### config.mk
export PLATFORM = sky130hd
export DESIGN_NAME = hazard_barrier_exception_return
export DESIGN_NICKNAME = d
export VERILOG_FILES = /design/src/hazard_drain.v /design/src/hazard_barrier_exception_return.v
export VERILOG_INCLUDE_DIRS = /design/src
export SDC_FILE = /design/constraint.sdc
export NUM_CORES = 1
export LEC_CHECK = 0
export ABC_CLOCK_PERIOD_IN_PS = 3360
export BUFFER_PORTS_ARGS = -buffer_cell sky130_fd_sc_hd__buf_2
export CAP_MARGIN = 15
export CORE_MARGIN = 2
export CORE_UTILIZATION = 58
export DETAILED_ROUTE_END_ITERATION = 10
export PLACE_DENSITY = 0.88
export SYNTH_ARGS = -nofsm -noshare
export SYNTH_HDL_FRONTEND = slang
export SYNTH_SLANG_ARGS = --single-unit
export TNS_END_PERCENT = 30
### constraint.sdc
create_clock -name aclk -period 3.36 [get_ports aclk]
set_clock_uncertainty 0.1 [all_clocks]
set_input_delay 0.504 -clock aclk [delete_from_list [all_inputs] [get_ports aclk]]
set_output_delay 0.504 -clock aclk [all_outputs]
set_load 0.02 [all_outputs]
### src/hazard_barrier_regs.vh
// constants for the hazard barrier and exception return unit
`ifndef HAZARD_BARRIER_REGS_VH
`define HAZARD_BARRIER_REGS_VH
`define ADDR_CONTROL 8'h00
`define ADDR_STATUS_WORD 8'h04
`define ADDR_EXCEPTION_PC 8'h08
`define ADDR_ERROR_PC 8'h0c
`define ADDR_SHADOW_CTL 8'h10
`define ADDR_CONFIGURATION_REG_FIVE 8'h14
`define ADDR_EVENT 8'h18
`define ADDR_TARGET 8'h1c
`define ADDR_INSTR 8'h20
`define ADDR_RESULT 8'h24
`define STATUS_IE_BIT 0
`define STATUS_EXL_BIT 1
`define STATUS_ERL_BIT 2
`define STATUS_BEV_BIT 22
`define STATUS_CU0_BIT 28
`define CONFIGURATION_REG_FIVE_LLB_BIT 4
`define STATUS_RESET 32'h00400004
`define SHADOW_RESET 32'h00000000
`define CTRL_RESET 32'h00000206
`define EHB_WORD 32'h00001800
`define EI_MINOR 10'h15d
`define EXCEPTION_RETURN_MINOR 10'h3cd
`define POOL_AXF 6'h3c
`define EXC_NONE 2'h0
`define EXC_CPU 2'h1
`define EXC_RI 2'h2
`define HAZARD_DRAIN_CYCLES 4
`endif

### src/hazard_drain.v
// counter that holds issue until execution hazards drain
`timescale 1ns/10ps
module hazard_drain #(
   parameter DEPTH = 4
) (
   input wire aclk,
   input wire aresetn,
   input wire start,
   input wire hazard_pending,
   output wire busy
);
   reg [3:0] cnt_q;
   reg [3:0] cnt_d;
   always @* begin
      cnt_d = cnt_q;
      if (start) begin
         cnt_d = DEPTH[3:0];
      end else if (cnt_q != 4'h0 && !hazard_pending) begin
         cnt_d = cnt_q - 4'h1;
      end
   end
   always @(posedge aclk) begin
      if (!aresetn) begin
         cnt_q <= 4'h0;
      end else begin
         cnt_q <= cnt_d;
      end
   end
   assign busy = (cnt_q != 4'h0);
endmodule // hazard_drain

### src/hazard_barrier_exception_return.v
// hazard barrier, interrupt enable and exception return unit with axi4-lite registers
// How it works
// - barrier decodes as shift of register zero by three, amount in bits 15..11
// - barrier stalls issue until every older execution hazard has drained
// - barrier leaves instruction hazards; only barrier jumps and returns clear them
// - on superscalar cores barrier issues exactly like the superscalar no-op
// - revision 1 cores treat the barrier as a superscalar no-op
// - enable-interrupts writes sign-extended status to destination, then sets enable bit
// - with no register named, destination is register zero and the value is lost
// - enable-interrupts without coprocessor 0 access raises coprocessor unusable
// - before revision 2 enable-interrupts raises reserved instruction
// - status read and enable-bit set happen as one indivisible update
// - returns resume at the interrupted instruction and execute nothing after them
// - exception return clears the load-linked flag so a later conditional store fails
// - rev 2+: current shadow set takes previous if highest nonzero, boot and error zero
// - returns clear execution and instruction hazards from the fetch at the target
// - keep-link return equals exception return but leaves the load-linked flag
// - configuration register five shows link bit support for the keep-link return
//
// The implementer's own choices: the placing of the registers and register access over AXI4-Lite.
`timescale 1ns/10ps
`include "hazard_barrier_regs.vh"
module hazard_barrier_exception_return #(
   parameter ARCH_REV = 6,
   parameter SUPERSCALAR = 1,
   parameter HAS_COMPRESSED = 1,
   parameter HAS_KEEP_LINK = 1,
   parameter DRAIN_DEPTH = `HAZARD_DRAIN_CYCLES
) (
   input wire aclk,
   input wire aresetn,
   input wire [7:0] s_axi_awaddr,
   input wire s_axi_awvalid,
   output wire s_axi_awready,
   input wire [31:0] s_axi_wdata,
   input wire [3:0] s_axi_wstrb,
   input wire s_axi_wvalid,
   output wire s_axi_wready,
   output reg [1:0] s_axi_bresp,
   output reg s_axi_bvalid,
   input wire s_axi_bready,
   input wire [7:0] s_axi_araddr,
   input wire s_axi_arvalid,
   output wire s_axi_arready,
   output reg [31:0] s_axi_rdata,
   output reg [1:0] s_axi_rresp,
   output reg s_axi_rvalid,
   input wire s_axi_rready,
   input wire [31:0] instr,
   input wire instr_valid,
   output wire instr_ready,
   input wire hazard_pending,
   input wire load_linked_set,
   output reg [31:0] gpr_wdata,
   output reg [4:0] gpr_waddr,
   output reg gpr_we,
   output reg [31:0] redirect_pc,
   output reg redirect,
   output reg [1:0] exc_code,
   output reg exc_valid,
   output wire issue_stall,
   output reg clear_exec_hazards,
   output reg clear_instr_hazards,
   output reg superscalar_nop_issue,
   output wire load_linked_flag,
   output wire interrupt_enable_bit,
   output wire instruction_set_mode
);
   ////////////////////////////////////////////////////////////////////////////////
   // registers
   reg [31:0] status_q;
   reg [31:0] exception_pc_q;
   reg [31:0] error_pc_q;
   reg [31:0] shadow_set_control_q;
   reg load_linked_q;
   reg isa_mode_q;
   reg [31:0] event_q;
   reg [31:0] result_q;
   reg [31:0] last_instr_q;
   reg [31:0] ctrl_q;
   reg [7:0] awaddr_q;
   reg aw_full_q;
   reg [31:0] wdata_q;
   reg [3:0] wstrb_q;
   reg w_full_q;
   wire drain_busy;
   wire [31:0] configuration_reg_five = {27'h0, (HAS_KEEP_LINK != 0), 4'h0};
   ////////////////////////////////////////////////////////////////////////////////
   // decode
   wire is_axf = (instr[31:26] == 6'h00) && (instr[5:0] == `POOL_AXF);
   wire is_ehb = (instr == `EHB_WORD);
   wire is_ei = is_axf && (instr[15:6] == `EI_MINOR) && (instr[25:21] == 5'h00);
   wire is_exception_return = is_axf && (instr[15:6] == `EXCEPTION_RETURN_MINOR) && (instr[25:16] == 10'h000);
   wire is_exception_return_keep_link = is_axf && (instr[15:6] == `EXCEPTION_RETURN_MINOR) && (instr[25:16] == 10'h001)
      && (HAS_KEEP_LINK != 0);
   wire cu0_ok = status_q[`STATUS_CU0_BIT] | ctrl_q[0];
   wire is_ret = is_exception_return | is_exception_return_keep_link;
   wire fire = instr_valid & instr_ready;
   // a new barrier waits for the previous drain to finish
   assign instr_ready = !drain_busy;
   assign issue_stall = drain_busy;
   assign load_linked_flag = load_linked_q;
   assign interrupt_enable_bit = status_q[`STATUS_IE_BIT];
   assign instruction_set_mode = isa_mode_q;
   hazard_drain #(
      .DEPTH(DRAIN_DEPTH)
   ) u_drain (
      .aclk(aclk),
      .aresetn(aresetn),
      .start(fire & is_ehb & (ARCH_REV >= 2)),
      .hazard_pending(hazard_pending),
      .busy(drain_busy)
   );
   wire error_level_bit = status_q[`STATUS_ERL_BIT];
   wire [31:0] ret_target = error_level_bit ? error_pc_q : exception_pc_q;
   wire compressed = (HAS_COMPRESSED != 0) | ctrl_q[1];
   wire shadow_copy = (ARCH_REV >= 2) && !error_level_bit && (shadow_set_control_q[29:26] != 4'h0)
      && !status_q[`STATUS_BEV_BIT];
   ////////////////////////////////////////////////////////////////////////////////
   // axi4-lite slave: address and data may arrive in either order
   wire do_write = aw_full_q & w_full_q & !s_axi_bvalid;
   assign s_axi_awready = !aw_full_q;
   assign s_axi_wready = !w_full_q;
   assign s_axi_arready = !s_axi_rvalid;
   wire wr_status = do_write && awaddr_q == `ADDR_STATUS_WORD;
   wire wr_epc = do_write && awaddr_q == `ADDR_EXCEPTION_PC;
   wire wr_errpc = do_write && awaddr_q == `ADDR_ERROR_PC;
   wire wr_shadow = do_write && awaddr_q == `ADDR_SHADOW_CTL;
   wire wr_ctrl = do_write && awaddr_q == `ADDR_CONTROL;
   wire wr_event = do_write && awaddr_q == `ADDR_EVENT;
   wire wr_hit = wr_status | wr_epc | wr_errpc | wr_shadow | wr_ctrl | wr_event
      | (do_write && awaddr_q == `ADDR_CONFIGURATION_REG_FIVE);
   wire [31:0] wmask;
   genvar bi;
   generate
      for (bi = 0; bi < 4; bi = bi + 1) begin : g_lane
         assign wmask[8*bi+7:8*bi] = {8{wstrb_q[bi]}};
      end
   endgenerate
   function [31:0] merge;
      input [31:0] old;
      input [31:0] nw;
      input [31:0] m;
      begin
         merge = (old & ~m) | (nw & m);
      end
   endfunction
   always @(posedge aclk) begin
      if (!aresetn) begin
         aw_full_q <= 1'b0;
         w_full_q <= 1'b0;
         awaddr_q <= 8'h00;
         wdata_q <= 32'h00000000;
         wstrb_q <= 4'h0;
         s_axi_bvalid <= 1'b0;
         s_axi_bresp <= 2'h0;
         s_axi_rvalid <= 1'b0;
         s_axi_rresp <= 2'h0;
         s_axi_rdata <= 32'h00000000;
      end else begin
         if (s_axi_awvalid && !aw_full_q) begin
            aw_full_q <= 1'b1;
            awaddr_q <= {s_axi_awaddr[7:2], 2'b00};
         end
         if (s_axi_wvalid && !w_full_q) begin
            w_full_q <= 1'b1;
            wdata_q <= s_axi_wdata;
            wstrb_q <= s_axi_wstrb;
         end
         if (do_write) begin
            aw_full_q <= 1'b0;
            w_full_q <= 1'b0;
            s_axi_bvalid <= 1'b1;
            s_axi_bresp <= wr_hit ? 2'h0 : 2'h2;
         end else if (s_axi_bvalid && s_axi_bready) begin
            s_axi_bvalid <= 1'b0;
         end
         if (s_axi_arvalid && !s_axi_rvalid) begin
            s_axi_rvalid <= 1'b1;
            s_axi_rresp <= 2'h0;
            case ({s_axi_araddr[7:2], 2'b00})
               `ADDR_CONTROL: s_axi_rdata <= ctrl_q;
               `ADDR_STATUS_WORD: s_axi_rdata <= status_q;
               `ADDR_EXCEPTION_PC: s_axi_rdata <= exception_pc_q;
               `ADDR_ERROR_PC: s_axi_rdata <= error_pc_q;
               `ADDR_SHADOW_CTL: s_axi_rdata <= shadow_set_control_q;
               `ADDR_CONFIGURATION_REG_FIVE: s_axi_rdata <= configuration_reg_five;
               `ADDR_EVENT: s_axi_rdata <= event_q;
               `ADDR_TARGET: s_axi_rdata <= {ret_target[31:1], ret_target[0] & !compressed};
               `ADDR_INSTR: s_axi_rdata <= last_instr_q;
               `ADDR_RESULT: s_axi_rdata <= result_q;
               default: begin
                  s_axi_rdata <= 32'h00000000;
                  s_axi_rresp <= 2'h2;
               end
            endcase
         end else if (s_axi_rvalid && s_axi_rready) begin
            s_axi_rvalid <= 1'b0;
         end
      end
   end
   ////////////////////////////////////////////////////////////////////////////////
   // execution: one instruction per accepted cycle, status updated in one edge
   always @(posedge aclk) begin
      if (!aresetn) begin
         status_q <= `STATUS_RESET;
         exception_pc_q <= 32'h00000000;
         error_pc_q <= 32'h00000000;
         shadow_set_control_q <= `SHADOW_RESET;
         ctrl_q <= `CTRL_RESET;
         isa_mode_q <= 1'b0;
         event_q <= 32'h00000000;
         result_q <= 32'h00000000;
         last_instr_q <= 32'h00000000;
         gpr_wdata <= 32'h00000000;
         gpr_waddr <= 5'h00;
         gpr_we <= 1'b0;
         redirect_pc <= 32'h00000000;
         redirect <= 1'b0;
         exc_code <= `EXC_NONE;
         exc_valid <= 1'b0;
         clear_exec_hazards <= 1'b0;
         clear_instr_hazards <= 1'b0;
         superscalar_nop_issue <= 1'b0;
      end else begin
         gpr_we <= 1'b0;
         redirect <= 1'b0;
         exc_valid <= 1'b0;
         clear_exec_hazards <= 1'b0;
         clear_instr_hazards <= 1'b0;
         superscalar_nop_issue <= 1'b0;
         if (wr_status) status_q <= merge(status_q, wdata_q, wmask);
         if (wr_epc) exception_pc_q <= merge(exception_pc_q, wdata_q, wmask);
         if (wr_errpc) error_pc_q <= merge(error_pc_q, wdata_q, wmask);
         if (wr_shadow) shadow_set_control_q <= merge(shadow_set_control_q, wdata_q, wmask);
         if (wr_ctrl) ctrl_q <= merge(ctrl_q, wdata_q, wmask);
         // event bits clear on write of one; a new event in the same cycle wins
         if (wr_event) event_q <= event_q & ~(wdata_q & wmask);
         if (fire) begin
            last_instr_q <= instr;
            if (is_ehb) begin
               // barrier issues like the superscalar no-op; no instruction hazard clear
               superscalar_nop_issue <= (SUPERSCALAR != 0) || (ARCH_REV < 2);
               clear_exec_hazards <= (ARCH_REV >= 2);
               event_q[0] <= 1'b1;
            end else if (is_ei && ARCH_REV < 2) begin
               exc_valid <= 1'b1;
               exc_code <= `EXC_RI;
               event_q[3] <= 1'b1;
            end else if ((is_ei || is_ret) && !cu0_ok) begin
               exc_valid <= 1'b1;
               exc_code <= `EXC_CPU;
               event_q[3] <= 1'b1;
            end else if (is_ei) begin
               // read and set share one edge, so nothing can land between them
               status_q[`STATUS_IE_BIT] <= 1'b1;
               result_q <= status_q;
               gpr_wdata <= status_q;
               gpr_waddr <= instr[20:16];
               gpr_we <= (instr[20:16] != 5'h00);
               event_q[1] <= 1'b1;
            end else if (is_ret) begin
               if (error_level_bit) begin
                  status_q[`STATUS_ERL_BIT] <= 1'b0;
               end else begin
                  status_q[`STATUS_EXL_BIT] <= 1'b0;
                  if (shadow_copy) begin
                     shadow_set_control_q[3:0] <= shadow_set_control_q[9:6];
                  end
               end
               if (compressed) begin
                  redirect_pc <= {ret_target[31:1], 1'b0};
                  isa_mode_q <= ret_target[0];
               end else begin
                  redirect_pc <= ret_target;
               end
               redirect <= 1'b1;
               clear_exec_hazards <= 1'b1;
               clear_instr_hazards <= 1'b1;
               event_q[2] <= 1'b1;
            end
         end
      end
   end
   ////////////////////////////////////////////////////////////////////////////////
   // link flag apart: a load-linked in the same cycle as a return clear wins
   always @(posedge aclk) begin
      if (!aresetn) begin
         load_linked_q <= 1'b0;
      end else if (load_linked_set) begin
         load_linked_q <= 1'b1;
      end else if (fire && is_exception_return && cu0_ok) begin
         // the keep-link return never gets here, so a pending conditional store survives
         load_linked_q <= 1'b0;
      end
   end
endmodule // hazard_barrier_exception_return

==> results of run 1 <==
[cells by family after synthesis]
group / Yosys count / share of synthesized area [%]
xor+xnor: 2 / 0.1093
simple gates: 714 / 19.02
compound gates: 415 / 15.82
mux: 203 / 12.95
fa+ha+maj: 2 / 0.1561
flops: 384 / 47.96
buf+inv: 157 / 3.957
other cells: 1 / 0.02339
[cell usage in the layout, fill, tap and decap left out, drive strengths merged, types with 6 or more instances in the layout]
cell type	synthesis	routed
nor2b	8	8
mux2	35	35
mux2i	168	168
dfxtp	384	384
a221o	30	30
nor3	14	14
a22oi	30	30
buf	23	255
nand2	409	409
clkinv	0	8
nand3	101	101
a2bb2oi	31	31
diode	0	6
inv	9	9
or4	9	9
clkbuf	125	59
nor4	6	6
a21oi	234	234
nor2	131	131
and3	6	6
o21ai	39	39
a31oi	30	30
a211oi	7	7
[metal layers]
metal / GRT usage (%) / part of all wire (%) / vias up
met5: 0 / 0 / -
met4: 19.06 / 5.5 / 0
met3: 7.930 / 12 / 239
met2: 56.08 / 46 / 1091
met1: 43.41 / 37 / 7269
li1: - / - / 6843
[worst max-delay path, cell delays in order, from the launching register on]
cell and delay (ns):
dfxtp_1 0.32, nor3_1 0.61, and4_1 0.33, buf_4 0.35, nand3_1 0.59, mux2i_1 0.39
nor2_1 0.06
[power by group through the flow]
stage	registers, mW	clock network [mW]	logic, mW
after global routing	4.87	4.38	1.02
after CTS	4.85	4.19	0.920
final	4.86	4.18	0.957
after floorplan	4.90	0	0.591
after global placement	4.94	0	0.883
after detailed placement	4.95	0	0.912
[per-stage QoR]
step	instances	hold slack [ns]	total power, mW	instance area (sq um)
after floorplan	1881	0.3088	5.487	16040
after global placement	2329	0.3166	5.826	17340
after detailed placement	2329	0.3210	5.864	17340
after CTS	2397	0.05206	9.965	18570
after global routing	2401	0.04884	10.27	18580
final	2403	0.06176	10.01	18580
[layout make-up]
cell class              count  area [sq um]
diodes                      6         15.01
repair buffers            255          1446
flip-flops and latches    384          7687
inverters                   9         41.29
multi-input cells        1340          7740
clock buffers              59          1174
fillers                  2025          8444
well taps                 341         426.7
clock inverters             9         51.30
[cells in the mapped netlist, types with 31 or more instances]
library cell,count
dfxtp_1,384
mux2_2,35
nor2_1,131
nand3_1,101
mux2i_1,168
a2bb2oi_1,31
clkbuf_1,125
a21oi_1,234
nand2_1,409
o21ai_0,38
[path summary, 6_finish.rpt]
check,startpoint,cells after the start,end
worst max register to register,awaddr_q[7],6,flop
worst max-delay path,awaddr_q[7],6,flop
worst min register to register,event_q[13],2,event_q[13]
worst min-delay path,s_axi_rready,2,s_axi_rvalid
==> flow_summary.yaml, run 1 <==
timing:
  tightest_slew_ns: 1.006
  setup_violations: 0
  fin_ws_ns: 0.4649
  grt_setup_unrepaired: "no"
  hold_viol_final: 0
  slew_headroom_pct: 32.79
  clock.fmax_mhz: 345.4
  fin_crit_ns: 2.895
  slew_violations: 0
  tns_ns: 0
  fin_crit_sh_pct: 86.16
floorplanning:
  rows: 60
  die_h_um: 170.2
  die-area_sq_um: 28980
  io_pins: 217
  floorplan.initialDensity_pct: 59.31
  chipWidth_um: 170.2
  core_area_sq_um: 27030
route:
  wirelength_um: 51890
  post-route-drc-count: 0
  ant_nets: 0
  vias: 15442
  first_iter_violations: 2190
  routedWlPerCell_um: 21.60
  viasPerCell: 6.426
  drt-pass1-iter-count: 8
worst_setup_path:
  path_max_fanout: 25
  cp-end-kind: "flop"
  crit_required_ns: 3.64
  start_kind: "flop"
  r2r_slack_ns: 0.46
  worstPathArrival_ns: 3.18
  crit_type: "flop to flop"
place:
  place_congestion: 0.9633
  post-place-ws_ns: 0.2664
  numPortBuffers: 208
  dp_hpwl_um: 34090
final_layout:
  nets: 2125
  area_growth_pct: 15.92
  final_core_util_pct: 68.75
  drive_above_1_share_pct: 17.56
clock_tree:
  cts_setup_buffers: 0
  path_clk_slew_ns: 0.06
  cts_max_level: 2
  ctsResizeCount: 0
  cts_tree: "yes"
  cts-hold-fix-buffers: 0
  worst_skew_pair.late_latency_ns: 0.54
  clock-sinks: 384
  cts-root-buf: "clkbuf_16"
  cts-buffers-inserted: 39
  cts_max_path_buffers: 3
logic_synthesis:
  netlist_area_sq_um: 16030
  synth.distinct_cells: 53
  ys_seq_area_share_pct: 47.96
  synth-seq-cells: 384
  syn_inst: 1878
  yosys-top-cells-area: "dfxtp_1 48%, mux2i_1 10%, nand2_1 9.6%"
  synth_area_leader_cell: "dfxtp_1"
  ys_async_sr_fraction_pct: 0
  synth_warnings: 0
  ys.flop_type: "dfxtp_1"
  netlist.area_leader.share_pct: 47.96
  synth_area_per_cell_sq_um: 8.535
  synth_edf_count: 0
power_and_ir_drop:
  swShare_pct: 26.13
  net-switching-power_mw: 2.614
  ir_drop_mv: 0.3953
  p_int_mw: 7.391
  pwr-share-seq_pct: 48.6
  p_leak_nw: 7.554
  pwr-share-clk_pct: 41.8
  power_per_cell_area_nw_per_um2: 538.4
  power_frac_comb_pct: 9.6
global_route:
  grt_max_degree: 167
  grt_pass1_vias: 14789
  overflow: 0
  antenna_found_initial: 4
  grt_pass1_wl_um: 79160
  grt_usage_pct: 34.83
run_status:
  status: "finished clean"
flow_run:
  maxCapViolations: 0
worst_hold_path:
  hp-class: "primary input to flop"
Power figures use the tool's default switching activity.
==> run 2, diff against run 1 <==
Settings changed: RECOVER_POWER set to 100.
==> run 2 against run 1 <==
Net effect: the flow now finishes with violations (max-capacitance violations, max-slew violations); non-clock buffer count unchanged; sequential power barely moved; critical path depth up 3; clock power barely moved; maximum frequency fell by 2.5%; design area shrank 1.1%; power shrank 0.29%; setup slack got worse by 0.074 ns; critical path type unchanged.
==> flow_summary.yaml, run 2 (synthesis gave the netlist of run 1 again) <==
timing:
  grt_setup_unrepaired: "no"
  tightest_slew_ns: 2.259
  tns_ns: 0
  fin_crit_ns: 2.969
  hold_viol_final: 0
  fin_crit_sh_pct: 88.37
  setup_violations: 0
  slew_violations: 288
  clock.fmax_mhz: 336.8
  slew_headroom_pct: -50.61
floorplanning:
  io_pins: 217
  floorplan.initialDensity_pct: 59.31
  core_area_sq_um: 27030
  die-area_sq_um: 28980
  rows: 60
  chipWidth_um: 170.2
  die_h_um: 170.2
clock_tree:
  cts_setup_buffers: 0
  cts-root-buf: "clkbuf_16"
  clock-sinks: 384
  cts_tree: "yes"
  path_clk_slew_ns: 0.06
  worst_skew_pair.late_latency_ns: 0.54
  cts_max_path_buffers: 3
  cts-hold-fix-buffers: 0
  cts-buffers-inserted: 39
  ctsResizeCount: 0
  cts_max_level: 2
power_and_ir_drop:
  net-switching-power_mw: 2.604
  ir_drop_mv: 0.3972
  p_leak_nw: 7.015
  power_per_cell_area_nw_per_um2: 542.8
  p_int_mw: 7.373
  pwr-share-clk_pct: 41.9
  total_power_mw: 9.976
  pwr-share-seq_pct: 48.8
  swShare_pct: 26.10
  power_frac_comb_pct: 9.4
global_route:
  grt_pass1_vias: 14789
  overflow: 0
  grt_pass1_wl_um: 79160
  grt_usage_pct: 34.83
  grt_max_degree: 167
  antenna_found_initial: 4
final_layout:
  drive_above_1_share_pct: 11.43
  nets: 2125
  stdcell_count: 2403
  area_growth_pct: 14.67
  layout_commonest_cell: "nand2_1"
  final_cell_mix: "409 x nand2_1, 384 x dfxtp_1, 234 x a21oi_1"
route:
  vias: 15497
  drt-pass1-iter-count: 8
  first_iter_violations: 2254
  routedWlPerCell_um: 21.61
  wirelength_um: 51940
  ant_nets: 0
  viasPerCell: 6.449
  post-route-drc-count: 0
worst_setup_path:
  start_kind: "flop"
  path_max_fanout: 16
  reg2reg_depth: 9
  r2r-start: "u_drain.cnt_q[0]"
  worstPathArrival_ns: 3.19
  crit_required_ns: 3.58
  r2r_end: "result_q[14]"
  r2r_slack_ns: 0.39
  cp-end-kind: "flop"
  crit_type: "flop to flop"
place:
  dp_cells: 2329
  numPortBuffers: 208
  dp_hpwl_um: 34090
  place_congestion: 0.9633
worst_hold_path:
  worstHoldStart: "s_axi_rready"
  hold_path_depth: 2
  hp-class: "primary input to flop"
  hold-path-endpoint: "s_axi_rvalid"
run_status:
  status: "finished, violations left"
  violations: "max-capacitance violations, max-slew violations"
flow_run:
  maxCapViolations: 3
-- run 2: changes by cell type in the layout (fill, tap and decap cells not counted), sizes merged --
cell    delta
clkbuf   +131
buf      -131
-- run 2: how the worst max path moves through the flow --
stage / end / start / cells after the start / slack [ns]
global placement: redirect_pc[12] / instr[22] / 7 / 0.34
CTS: flop / w_full_q / 6 / 0.60
floorplan: redirect_pc[10] / instr[22] / 6 / 0.73
finish: result_q[14] / u_drain.cnt_q[0] / 9 / 0.39
global route: result_q[25] / u_drain.cnt_q[0] / 9 / 0.24
detailed placement: redirect_pc[7] / instr[22] / 7 / 0.27
-- run 2: per-layer routing --
layer	wire [um]	up-vias	track usage, %
met4	2818	0	19.06
met3	6162	238	7.930
met5	0	-	0
li1	-	6855	-
met2	23760	1111	56.08
met1	19190	7293	43.41
-- run 2: final cells by class --
type,instances,area [sq um]
Sequential cell,384,7687
Clock buffer,59,1174
Inverter,9,41.29
Timing Repair Buffer,255,1255
Tap cell,341,426.7
Fill cell,2111,8646
Clock inverter,9,51.30
Antenna cell,6,15.01
Multi-Input combinational cell,1340,7730
-- run 2: power by group through the flow --
stage | registers, mW | clock network (mW) | logic, mW
2_1_floorplan | 4.90 | 0 | 0.591
6_report | 4.86 | 4.18 | 0.934
4_1_cts | 4.85 | 4.19 | 0.920
3_5_place_dp | 4.95 | 0 | 0.912
3_3_place_gp | 4.94 | 0 | 0.883
5_1_grt | 4.87 | 4.38 | 1.00
-- run 2: worst max-delay path, stage by stage (launching register included) --
cell and delay [ns]:
dfxtp_1 0.33, inv_1 0.08, ha_1 0.19, nand2_1 0.09, inv_1 0.11, and2_0 0.83
nand4_1 0.34, clkbuf_2 0.43, nand2_1 0.17, a21oi_1 0.07
-- run 2: metrics by stage --
step | setup WS (ns) | util (%) | hold WS [ns] | instance area [sq um]
2_1_floorplan | 0.7338 | - | 0.3088 | 16040
3_3_place_gp | 0.3449 | 64.17 | 0.3166 | 17340
3_5_place_dp | 0.2664 | 64.17 | 0.3210 | 17340
4_1_cts | 0.5989 | 68.70 | 0.05206 | 18570
5_1_grt | 0.2446 | 67.99 | 0.04884 | 18380
6_report | 0.3909 | 68.01 | 0.06216 | 18380
